### src/rtl/aux_cmd_defs.svh
// constants for the auxiliary command decoder
`ifndef AUX_CMD_DEFS_SVH
`define AUX_CMD_DEFS_SVH

`define AUX_CS_BIT         0
`define AUX_CODE_LSB       3
`define AUX_CODE_MSB       7
`define AUX_C_SWRST        5'h00
`define AUX_C_DAC_REL      5'h01
`define AUX_C_RFD_REL      5'h02
`define AUX_C_HOLD_ALL     5'h03
`define AUX_C_HOLD_END     5'h04
`define AUX_C_NBA_FALSE    5'h05
`define AUX_C_TRIGGER      5'h06
`define AUX_C_TO_LOCAL     5'h07
`define AUX_C_FORCE_EOI    5'h08
`define AUX_C_LISTEN_ONLY  5'h09
`define AUX_C_TALK_ONLY    5'h0A
`define AUX_C_STANDBY      5'h0B
`define AUX_C_TAKE_ASYNC   5'h0C
`define AUX_C_TAKE_SYNC    5'h0D
`define AUX_C_PAR_POLL     5'h0E
`define AUX_C_IFC          5'h0F
`define AUX_C_REN          5'h10
`define AUX_C_LAST_DEF     5'h18
`define AUX_TRIG_CYCLES    3'h5
`define AUX_IFC_MIN_NS     100000
`define AUX_CLK_NS         40
`define AUX_IFC_CYCLES     12'((`AUX_IFC_MIN_NS + `AUX_CLK_NS - 1) / `AUX_CLK_NS)
`define AUX_REG_CMD        2'h0
`define AUX_REG_STATUS     2'h1
`define AUX_REG_BUS        2'h2

`endif

### src/rtl/aux_cmd_pkg.sv
// types shared by both ends of the auxiliary command link
package aux_cmd_pkg;
  typedef logic [7:0] aux_byte_t;
  typedef logic [4:0] aux_code_t;
endpackage

### src/rtl/aux_cmd_if.sv
// link between the host end and the device end
`timescale 1ns/1ps
`default_nettype none
interface aux_cmd_if;
  logic [7:0] cmd_byte;
  logic       cmd_we;
  modport host (output cmd_byte, output cmd_we);
  modport dev  (input cmd_byte, input cmd_we);
endinterface
`default_nettype wire

### src/rtl/aux_trig_pulse.sv
// stretches a one-cycle start into a fixed-length trigger pulse
`timescale 1ns/1ps
`default_nettype none
`include "aux_cmd_defs.svh"
module aux_trig_pulse (
  input  wire logic clk_i,
  input  wire logic rst_n_i,
  input  wire logic start_i,
  output logic      busy_o
);
  typedef struct packed { logic [2:0] cnt; } st_t;
  st_t st_r;
  st_t st_nxt;
  always_comb begin
    st_nxt = st_r;
    if (start_i) begin
      st_nxt.cnt = `AUX_TRIG_CYCLES;
    end else if (st_r.cnt != 3'h0) begin
      st_nxt.cnt = st_r.cnt - 3'h1;
    end
  end
  always_ff @(posedge clk_i) begin
    if (!rst_n_i) begin
      st_r <= '0;
    end else begin
      st_r <= st_nxt;
    end
  end
  assign busy_o = (st_r.cnt != 3'h0);
endmodule
`default_nettype wire

### src/rtl/aux_cmd_dev.sv
// device end: decodes auxiliary command bytes into latches and actions
// Notes on behaviour
// - cs in bit 0, code in bits 7..3
// - clear/set commands follow the cs bit
// - action commands act once per write
// - reset clears latches, sets software reset
// - trigger/local pulse when written 0 unset
// - trigger pulse five clocks or held high
// - software reset forces functions idle except IFC, REN, trigger, holds
// - software reset holds status bits at 0
// - host configures under reset, then clears it
// - DAC release carries valid-secondary flag
// - RFD release ends data holdoffs
// - hold-all holds off every data byte
// - hold-end holds off on EOI byte
// - cancel byte waiting in data out
// - return to local unless lockout
// - EOI sent with next data byte
// - listen/talk only held until cleared
// - standby drives ATN false
// - synchronous take at byte end
// - asynchronous take asserts ATN at once
// - parallel poll while cs 1, controller active
// - interface clear drives IFC, controller active
`timescale 1ns/1ps
`default_nettype none
`include "aux_cmd_defs.svh"
module aux_cmd_dev
  import aux_cmd_pkg::*;
(
  input  wire logic clk_i,
  input  wire logic rst_n_i,
  aux_cmd_if.dev    link,
  input  wire logic data_byte_i,
  input  wire logic eoi_in_i,
  input  wire logic atn_in_i,
  input  wire logic byte_sent_i,
  input  wire logic byte_end_i,
  input  wire logic local_lockout_i,
  input  wire logic remote_req_i,
  input  wire logic status_event_i,
  output logic      swrst_o,
  output logic      group_execute_pin_o,
  output logic      rfd_holdoff_o,
  output logic      dac_release_o,
  output logic      dac_valid_o,
  output logic      nba_cancel_o,
  output logic      eoi_out_o,
  output logic      atn_out_o,
  output logic      ifc_out_o,
  output logic      ren_out_o,
  output logic      listen_o,
  output logic      talk_o,
  output logic      ctrl_active_o,
  output logic      par_poll_o,
  output logic      remote_o,
  output logic      rlc_status_o
);
  import aux_cmd_pkg::*;
  typedef struct packed {
    logic swrst, hold_all, hold_end, trig, to_local, listen, talk;
    logic par_poll, ifc, ren, ctrl, atn, sync_pend, eoi_pend, eoi;
    logic rfd_hold, remote, rlc, dac_rel, dac_val, nba;
  } st_t;
  st_t st_r;
  st_t st_nxt;
  logic      trig_start;
  logic      trig_busy;
  aux_code_t code;
  logic      cs;

  function automatic logic is_cmd(input aux_code_t c, input aux_code_t k);
    is_cmd = link.cmd_we && (c == k);
  endfunction

  assign code = link.cmd_byte[`AUX_CODE_MSB:`AUX_CODE_LSB];
  assign cs   = link.cmd_byte[`AUX_CS_BIT];

  aux_trig_pulse u_trig (
    .clk_i   (clk_i),
    .rst_n_i (rst_n_i),
    .start_i (trig_start),
    .busy_o  (trig_busy)
  );

  // --------------------------------------------------------------------------
  // decode and state
  // --------------------------------------------------------------------------
  always_comb begin
    st_nxt = st_r;
    trig_start = 1'b0;
    st_nxt.dac_rel = 1'b0;
    st_nxt.nba = 1'b0;
    if (is_cmd(code, `AUX_C_SWRST)) st_nxt.swrst = cs;
    if (is_cmd(code, `AUX_C_HOLD_ALL)) st_nxt.hold_all = cs;
    if (is_cmd(code, `AUX_C_HOLD_END)) st_nxt.hold_end = cs;
    if (is_cmd(code, `AUX_C_DAC_REL)) begin
      st_nxt.dac_rel = 1'b1;
      st_nxt.dac_val = cs;
    end
    if (is_cmd(code, `AUX_C_NBA_FALSE)) st_nxt.nba = 1'b1;
    if (is_cmd(code, `AUX_C_TRIGGER)) begin
      // a pulse starts only from a cleared latch; clearing a held line just drops it
      if (!cs && !st_r.trig) trig_start = 1'b1;
      st_nxt.trig = cs;
    end
    // data holdoffs; a byte taken in the release cycle holds off again, so none slips past
    if (is_cmd(code, `AUX_C_RFD_REL)) st_nxt.rfd_hold = 1'b0;
    if (data_byte_i && !atn_in_i && (st_r.hold_all || (st_r.hold_end && eoi_in_i))) begin
      st_nxt.rfd_hold = 1'b1;
    end
    // remote/local; a change seen with the status clear still wins, so none is missed
    if (status_event_i) st_nxt.rlc = 1'b0;
    if (remote_req_i && !st_r.to_local && !st_r.remote) begin
      st_nxt.remote = 1'b1;
      st_nxt.rlc = 1'b1;
    end
    if (is_cmd(code, `AUX_C_TO_LOCAL)) begin
      st_nxt.to_local = cs;
      if (!local_lockout_i && st_r.remote && (cs || !st_r.to_local)) begin
        st_nxt.remote = 1'b0;
        st_nxt.rlc = 1'b1;
      end
    end
    // talker/listener only
    if (is_cmd(code, `AUX_C_LISTEN_ONLY)) st_nxt.listen = cs;
    if (is_cmd(code, `AUX_C_TALK_ONLY)) st_nxt.talk = cs;
    // end-or-identify on next byte, then drop by itself
    if (st_r.eoi && byte_sent_i) st_nxt.eoi = 1'b0;
    if (st_r.eoi_pend && !st_r.eoi) begin
      st_nxt.eoi = 1'b1;
      st_nxt.eoi_pend = 1'b0;
    end
    if (is_cmd(code, `AUX_C_FORCE_EOI)) st_nxt.eoi_pend = 1'b1;
    // controller
    if (is_cmd(code, `AUX_C_IFC)) begin
      st_nxt.ifc = cs;
      if (cs) begin
        st_nxt.ctrl = 1'b1;
        st_nxt.atn = 1'b1;
      end
    end
    if (is_cmd(code, `AUX_C_STANDBY) && st_r.ctrl) st_nxt.atn = 1'b0;
    if (is_cmd(code, `AUX_C_TAKE_ASYNC) && st_r.ctrl) begin
      st_nxt.atn = 1'b1;
      st_nxt.sync_pend = 1'b0;
    end
    if (is_cmd(code, `AUX_C_TAKE_SYNC) && st_r.ctrl) st_nxt.sync_pend = 1'b1;
    if (st_r.sync_pend && byte_end_i) begin
      st_nxt.atn = 1'b1;
      st_nxt.sync_pend = 1'b0;
    end
    if (is_cmd(code, `AUX_C_PAR_POLL)) st_nxt.par_poll = cs && st_r.ctrl;
    if (is_cmd(code, `AUX_C_REN)) st_nxt.ren = cs;
    // codes above the defined set match no branch and change nothing
    // applied last so it overrides any same-cycle change to the fields it forces idle
    if (st_r.swrst) begin
      st_nxt.listen = 1'b0;
      st_nxt.talk = 1'b0;
      st_nxt.ctrl = 1'b0;
      st_nxt.atn = 1'b0;
      st_nxt.sync_pend = 1'b0;
      st_nxt.par_poll = 1'b0;
      st_nxt.remote = 1'b0;
      st_nxt.rfd_hold = 1'b0;
      st_nxt.eoi = 1'b0;
      st_nxt.eoi_pend = 1'b0;
      st_nxt.rlc = 1'b0;
    end
  end

  // --------------------------------------------------------------------------
  // state register
  // --------------------------------------------------------------------------
  // software reset comes up set so the host can configure before joining the bus
  always_ff @(posedge clk_i) begin
    if (!rst_n_i) begin
      st_r <= '0;
      st_r.swrst <= 1'b1;
    end else begin
      st_r <= st_nxt;
    end
  end

  // --------------------------------------------------------------------------
  // outputs
  // --------------------------------------------------------------------------
  assign swrst_o             = st_r.swrst;
  assign group_execute_pin_o = st_r.trig || trig_busy;
  assign rfd_holdoff_o       = st_r.rfd_hold;
  assign dac_release_o       = st_r.dac_rel;
  assign dac_valid_o         = st_r.dac_val;
  assign nba_cancel_o        = st_r.nba;
  assign eoi_out_o           = st_r.eoi;
  assign atn_out_o           = st_r.atn;
  assign ifc_out_o           = st_r.ifc;
  assign ren_out_o           = st_r.ren;
  assign listen_o            = st_r.listen;
  assign talk_o              = st_r.talk;
  assign ctrl_active_o       = st_r.ctrl;
  assign par_poll_o          = st_r.par_poll;
  assign remote_o            = st_r.remote;
  assign rlc_status_o        = st_r.rlc;
endmodule
`default_nettype wire

### src/flat_wrapper.sv
// flat-port wrapper written by rule: the top's interface ports become plain ports
module aux_cmd_dev_flat import aux_cmd_pkg::*;
  (clk_i, rst_n_i, data_byte_i, eoi_in_i, atn_in_i, byte_sent_i, byte_end_i, local_lockout_i, remote_req_i, status_event_i, swrst_o, group_execute_pin_o, rfd_holdoff_o, dac_release_o, dac_valid_o, nba_cancel_o, eoi_out_o, atn_out_o, ifc_out_o, ren_out_o, listen_o, talk_o, ctrl_active_o, par_poll_o, remote_o, rlc_status_o, link_cmd_byte, link_cmd_we);
  aux_cmd_if link_i ();
  input  wire logic clk_i;
  input  wire logic rst_n_i;
  input  wire logic data_byte_i;
  input  wire logic eoi_in_i;
  input  wire logic atn_in_i;
  input  wire logic byte_sent_i;
  input  wire logic byte_end_i;
  input  wire logic local_lockout_i;
  input  wire logic remote_req_i;
  input  wire logic status_event_i;
  output logic swrst_o;
  output logic group_execute_pin_o;
  output logic rfd_holdoff_o;
  output logic dac_release_o;
  output logic dac_valid_o;
  output logic nba_cancel_o;
  output logic eoi_out_o;
  output logic atn_out_o;
  output logic ifc_out_o;
  output logic ren_out_o;
  output logic listen_o;
  output logic talk_o;
  output logic ctrl_active_o;
  output logic par_poll_o;
  output logic remote_o;
  output logic rlc_status_o;
  input wire logic [$bits(link_i.cmd_byte)-1:0] link_cmd_byte;
  input wire logic [$bits(link_i.cmd_we)-1:0] link_cmd_we;
  assign link_i.cmd_byte = link_cmd_byte;
  assign link_i.cmd_we = link_cmd_we;
  aux_cmd_dev u_core (.clk_i(clk_i), .rst_n_i(rst_n_i), .link(link_i), .data_byte_i(data_byte_i), .eoi_in_i(eoi_in_i), .atn_in_i(atn_in_i), .byte_sent_i(byte_sent_i), .byte_end_i(byte_end_i), .local_lockout_i(local_lockout_i), .remote_req_i(remote_req_i), .status_event_i(status_event_i), .swrst_o(swrst_o), .group_execute_pin_o(group_execute_pin_o), .rfd_holdoff_o(rfd_holdoff_o), .dac_release_o(dac_release_o), .dac_valid_o(dac_valid_o), .nba_cancel_o(nba_cancel_o), .eoi_out_o(eoi_out_o), .atn_out_o(atn_out_o), .ifc_out_o(ifc_out_o), .ren_out_o(ren_out_o), .listen_o(listen_o), .talk_o(talk_o), .ctrl_active_o(ctrl_active_o), .par_poll_o(par_poll_o), .remote_o(remote_o), .rlc_status_o(rlc_status_o));
endmodule
### config.mk
export PLATFORM = sky130hd
export DESIGN_NAME = aux_cmd_dev_flat
export DESIGN_NICKNAME = d
export VERILOG_FILES = /design/src/rtl/aux_cmd_pkg.sv /design/src/rtl/aux_cmd_if.sv /design/src/rtl/aux_trig_pulse.sv /design/src/rtl/aux_cmd_dev.sv /design/src/flat_wrapper.sv
export VERILOG_INCLUDE_DIRS = /design/src /design/src/rtl
export SDC_FILE = /design/constraint.sdc
export NUM_CORES = 1
export LEC_CHECK = 0
export BUFFER_PORTS_ARGS = -buffer_cell sky130_fd_sc_hd__clkbuf_2
export CORE_MARGIN = 2
export CORE_UTILIZATION = 44
export CTS_CLUSTER_SIZE = 20
export DETAILED_ROUTE_END_ITERATION = 8
export PLACE_DENSITY = 0.74
export SYNTH_ARGS = -nofsm -noshare
export SYNTH_HDL_FRONTEND = slang
export SYNTH_SLANG_ARGS = --single-unit
export TNS_END_PERCENT = 100
### constraint.sdc
create_clock -name clk_i -period 1.75 [get_ports clk_i]
set_clock_uncertainty 0.2 [all_clocks]
set_input_delay 0.525 -clock clk_i [delete_from_list [all_inputs] [get_ports clk_i]]
set_output_delay 0.525 -clock clk_i [all_outputs]
set_load 0.01 [all_outputs]
==> impl_metrics.env <==
export IMPL_cts_tree="done"
export IMPL_cts_sinks=24
export IMPL_cp_top_family="flip-flops"
export IMPL_yosysSeqAreaShare=0.446
export IMPL_cellInternalPower_uw=976
export IMPL_fp_dieW_um=53.5
export IMPL_synth_lib_cells_used_distinct=32
export IMPL_largest_registers="u_core.st_r (6), u_core.u_trig.st_r (3)"
export IMPL_antenna_violating_nets_remaining=0
export IMPL_share_of_total_power_consumed_by_net_switching=0.244
export IMPL_antenna_diode_count=0
export IMPL_synth_net_count=148
export IMPL_powerDensity_mw_per_mm2=864
export IMPL_seq_power_share=0.447
export IMPL_most_used_cell_along_the_critical_path="ha_4"
export IMPL_netSwitchingPower_uw=315
export IMPL_yosysWarnings=0
export IMPL_detail_route_drc_violations=0
export IMPL_num_io_pins=35
export IMPL_wirelength_um=2430
export IMPL_min_path_type="in -> reg"
export IMPL_dp_hpwl_um=1950
export IMPL_p_leak_nw=0.688
export IMPL_cts_max_level=1
export IMPL_timing_setup_critical_path_class="reg -> out"
export IMPL_initialDrtViolationCount=13
export IMPL_place_worst_setup_slack_ns=-0.123
export IMPL_place_congestion=0.784
export IMPL_timing_rr_start="u_core.u_trig.st_r[0]$_SDFFE_PN0P_"
export IMPL_power_combinational_fraction=0.242
export IMPL_largest_register_ff_count=6
export IMPL_report_final_hold_viol_count=0
export IMPL_design_final_nets=203
export IMPL_drtPass1Iterations=5
export IMPL_synth_seq_cells=24
export IMPL_cts_buffers=3
export IMPL_design_die_area_mm2=0.00286
export IMPL_arrival_time_at_the_worst_endpoint_ns=1.20
export IMPL_worst_skew_pair_late_latency_ns=0.32
export IMPL_filler_cell_count=202
export IMPL_status="finished, violations left"
export IMPL_via_count_of_the_first_global_routing_pass=1029
export IMPL_critical_path_startpoint_type="register"
export IMPL_std_cell_rows=17
export IMPL_number_of_antenna_violations_at_the_first_check_in_global_routing=0
export IMPL_finalSetupViolCount=1
export IMPL_critical_path_n_buffers_inverters=2
export IMPL_worst_path_max_delay_cell="dfxtp_2"
export IMPL_failed_checks="negative setup slack"
export IMPL_dieHeight_um=53.5
export IMPL_slew_violations=0
export IMPL_cts_hold_buffers=0
export IMPL_post_synth_cell_area_avg_um2=8.55
export IMPL_syn_instance_count=126
export IMPL_drive_gt1_frac=0.356
export IMPL_clockBufferDepth=2
export IMPL_cp_max_fo=2
export IMPL_pwr_share_clk=0.311
export IMPL_numPortBuffers=32
export IMPL_drt_wirelength_per_cell_um=11.7
export IMPL_cp_end_kind="output port"
export IMPL_start_util=0.478
export IMPL_timing_final_crit_period_ns=1.92
export IMPL_layout_area_overhead_vs_synth_pct=38.7
export IMPL_grt_pass1_wl_um=4060
export IMPL_cp_startpoint="u_core.u_trig.st_r[0]$_SDFFE_PN0P_"
export IMPL_finalPower_mw=1.29
export IMPL_grt_setup_unrepaired="yes"
export IMPL_cts_reportedPaths_clkPinSlew_ns=0.14
export IMPL_grt_overflow=0
export IMPL_detailroute_via_count=1083
export IMPL_drt_vias_per_instance=5.21
export IMPL_peakVddDrop_v=0.000621
export IMPL_finalHoldWorstSlack_ns=0.171
export IMPL_min_period_over_period=1.10
export IMPL_maxCapViolCount=0
export IMPL_grt_start_max_net_pins=15
export IMPL_fin_tns_setup_ns=-0.175
export IMPL_critical_path_max_stage_delay_ns=0.36
export IMPL_tightest_slew_ns=0.373
export IMPL_track_usage=0.196
export IMPL_hold_path_startpoint="byte_sent_i"
export IMPL_fmaxAchievable_ghz=0.520
export IMPL_postLayoutSetupSlackWorst_ns=-0.175
export IMPL_maxSlewHeadroom=0.751
export IMPL_critPathRequiredTime_ns=1.02
export IMPL_timing_critical_path_cells="inv_2 > ha_4 > ha_4 > nand2b_1 > buf_2"
export IMPL_registers_top_by_ff_count="u_core.st_r"
export IMPL_core_area_mm2=0.00225
export IMPL_clock_root_buffer="clkbuf_4"
export IMPL_netlist_area_mm2=0.00108
==> logic make-up after synthesis <==
family / count (synthesis) / synth area share
buf+inv: 11 / 0.0395
compound gates: 24 / 0.135
mux: 5 / 0.0465
xor+xnor: 1 / 0.00813
simple gates: 58 / 0.290
fa+ha+maj: 3 / 0.0348
flops: 24 / 0.446
==> cell type report <==
type / count / area [µm²] / area share
Multi-Input combinational cell: 91 / 579 / 0.388
Sequential cell: 24 / 483 / 0.323
Timing Repair Buffer: 52 / 310 / 0.208
Tap cell: 28 / 35.0 / 0.0235
Inverter: 9 / 33.8 / 0.0226
Clock inverter: 1 / 30.0 / 0.0201
Clock buffer: 3 / 22.5 / 0.0151
==> cells in the final DEF, fill, tap and decap left out <==
cell       instances
ha_4               2
buf_2              1
nand2b_1           1
dfxtp_1           22
a31oi_1            1
and3_1             6
a21oi_1           15
a211oi_1           2
mux2i_1            5
clkbuf_4           3
a22oi_1            1
nor4b_2            1
clkbuf_2          31
nor2_1            12
inv_2              2
xor2_1             1
nand4b_1           1
ha_1               1
nor3b_1            2
nand3_1            8
dfxtp_2            2
nor2b_1            2
o21ai_0            2
bufinv_16          1
o311a_1            1
o2111a_1           1
inv_1              7
and4b_1            1
and4bb_2           1
and2_1             2
and2b_1            1
nand4_1            2
buf_4             20
or3_1              1
a222oi_1           1
nor3_1             1
nor4bb_1           1
nand2_1           15
==> per-stage QoR <==
stage,instance area [µm²],cells,utilization
4_1_cts,1490,207,0.659
3_3_place_gp,1380,200,0.614
6_report,1490,208,0.663
3_5_place_dp,1380,200,0.614
5_1_grt,1490,208,0.663
2_1_floorplan,1080,126,-
==> power by group through the flow <==
stage	Sequential, mW	Clock (mW)	Combinational (mW)
final	0.577	0.402	0.312
after detailed placement	0.585	0	0.218
after CTS	0.576	0.406	0.300
after global placement	0.584	0	0.206
after floorplan	0.583	0	0.116
after global routing	0.578	0.430	0.347
==> synthesized netlist by cell type, drive strengths merged <==
library cell / instances / area [µm²]
inv: 9 / 33.8
nor4bb: 1 / 10.0
and3: 6 / 37.5
clkbuf: 1 / 3.75
o21ai: 2 / 10.0
ha: 3 / 37.5
nor2: 12 / 45.0
or3: 1 / 6.26
xor2: 1 / 8.76
nand4b: 1 / 8.76
nor3b: 2 / 15.0
and2b: 1 / 7.51
nor4b: 1 / 15.0
mux2i: 5 / 50.1
a211oi: 2 / 15.0
nor3: 1 / 5.00
a22oi: 1 / 7.51
and4b: 1 / 10.0
o2111a: 1 / 11.3
and4bb: 1 / 12.5
a21oi: 15 / 75.1
and2: 2 / 12.5
buf: 1 / 5.00
a31oi: 1 / 6.26
nor2b: 2 / 12.5
nand2b: 1 / 6.26
nand2: 15 / 56.3
o311a: 1 / 10.0
nand4: 2 / 12.5
nand3: 8 / 40.0
a222oi: 1 / 10.0
dfxtp: 24 / 480
==> final timing paths <==
kind	to	slack [ns]	cells past startpoint
worst min-delay path	u_core.eoi_out_o$_SDFFE_PP0P_	0.17	2
worst max-delay path	group_execute_pin_o	-0.17	5
worst max register to register	u_core.u_trig.st_r[2]$_SDFFE_PN0P_	0.22	9
worst min register to register	u_core.st_r[18]$_SDFFE_PN0P_	0.27	2
==> metal layers <==
metal | vias to the layer above | GRT usage | wire, µm
li1 | 556 | - | -
met1 | 502 | 0.213 | 1060
met2 | 20 | 0.358 | 1260
met3 | 5 | 0.0311 | 81
met4 | 0 | 0.0983 | 31
met5 | - | 0 | 0
==> what timing repair did <==
| item | 4_1_cts | 5_1_grt |
|---|---|---|
| buffers inserted | 3 | 1 |
| setup endpoints to repair | 1 | 1 |
| pin swaps | 2 | 2 |
| gates resized for setup | 8 | 1 |
Note: power is estimated with default switching activity, not from simulation.
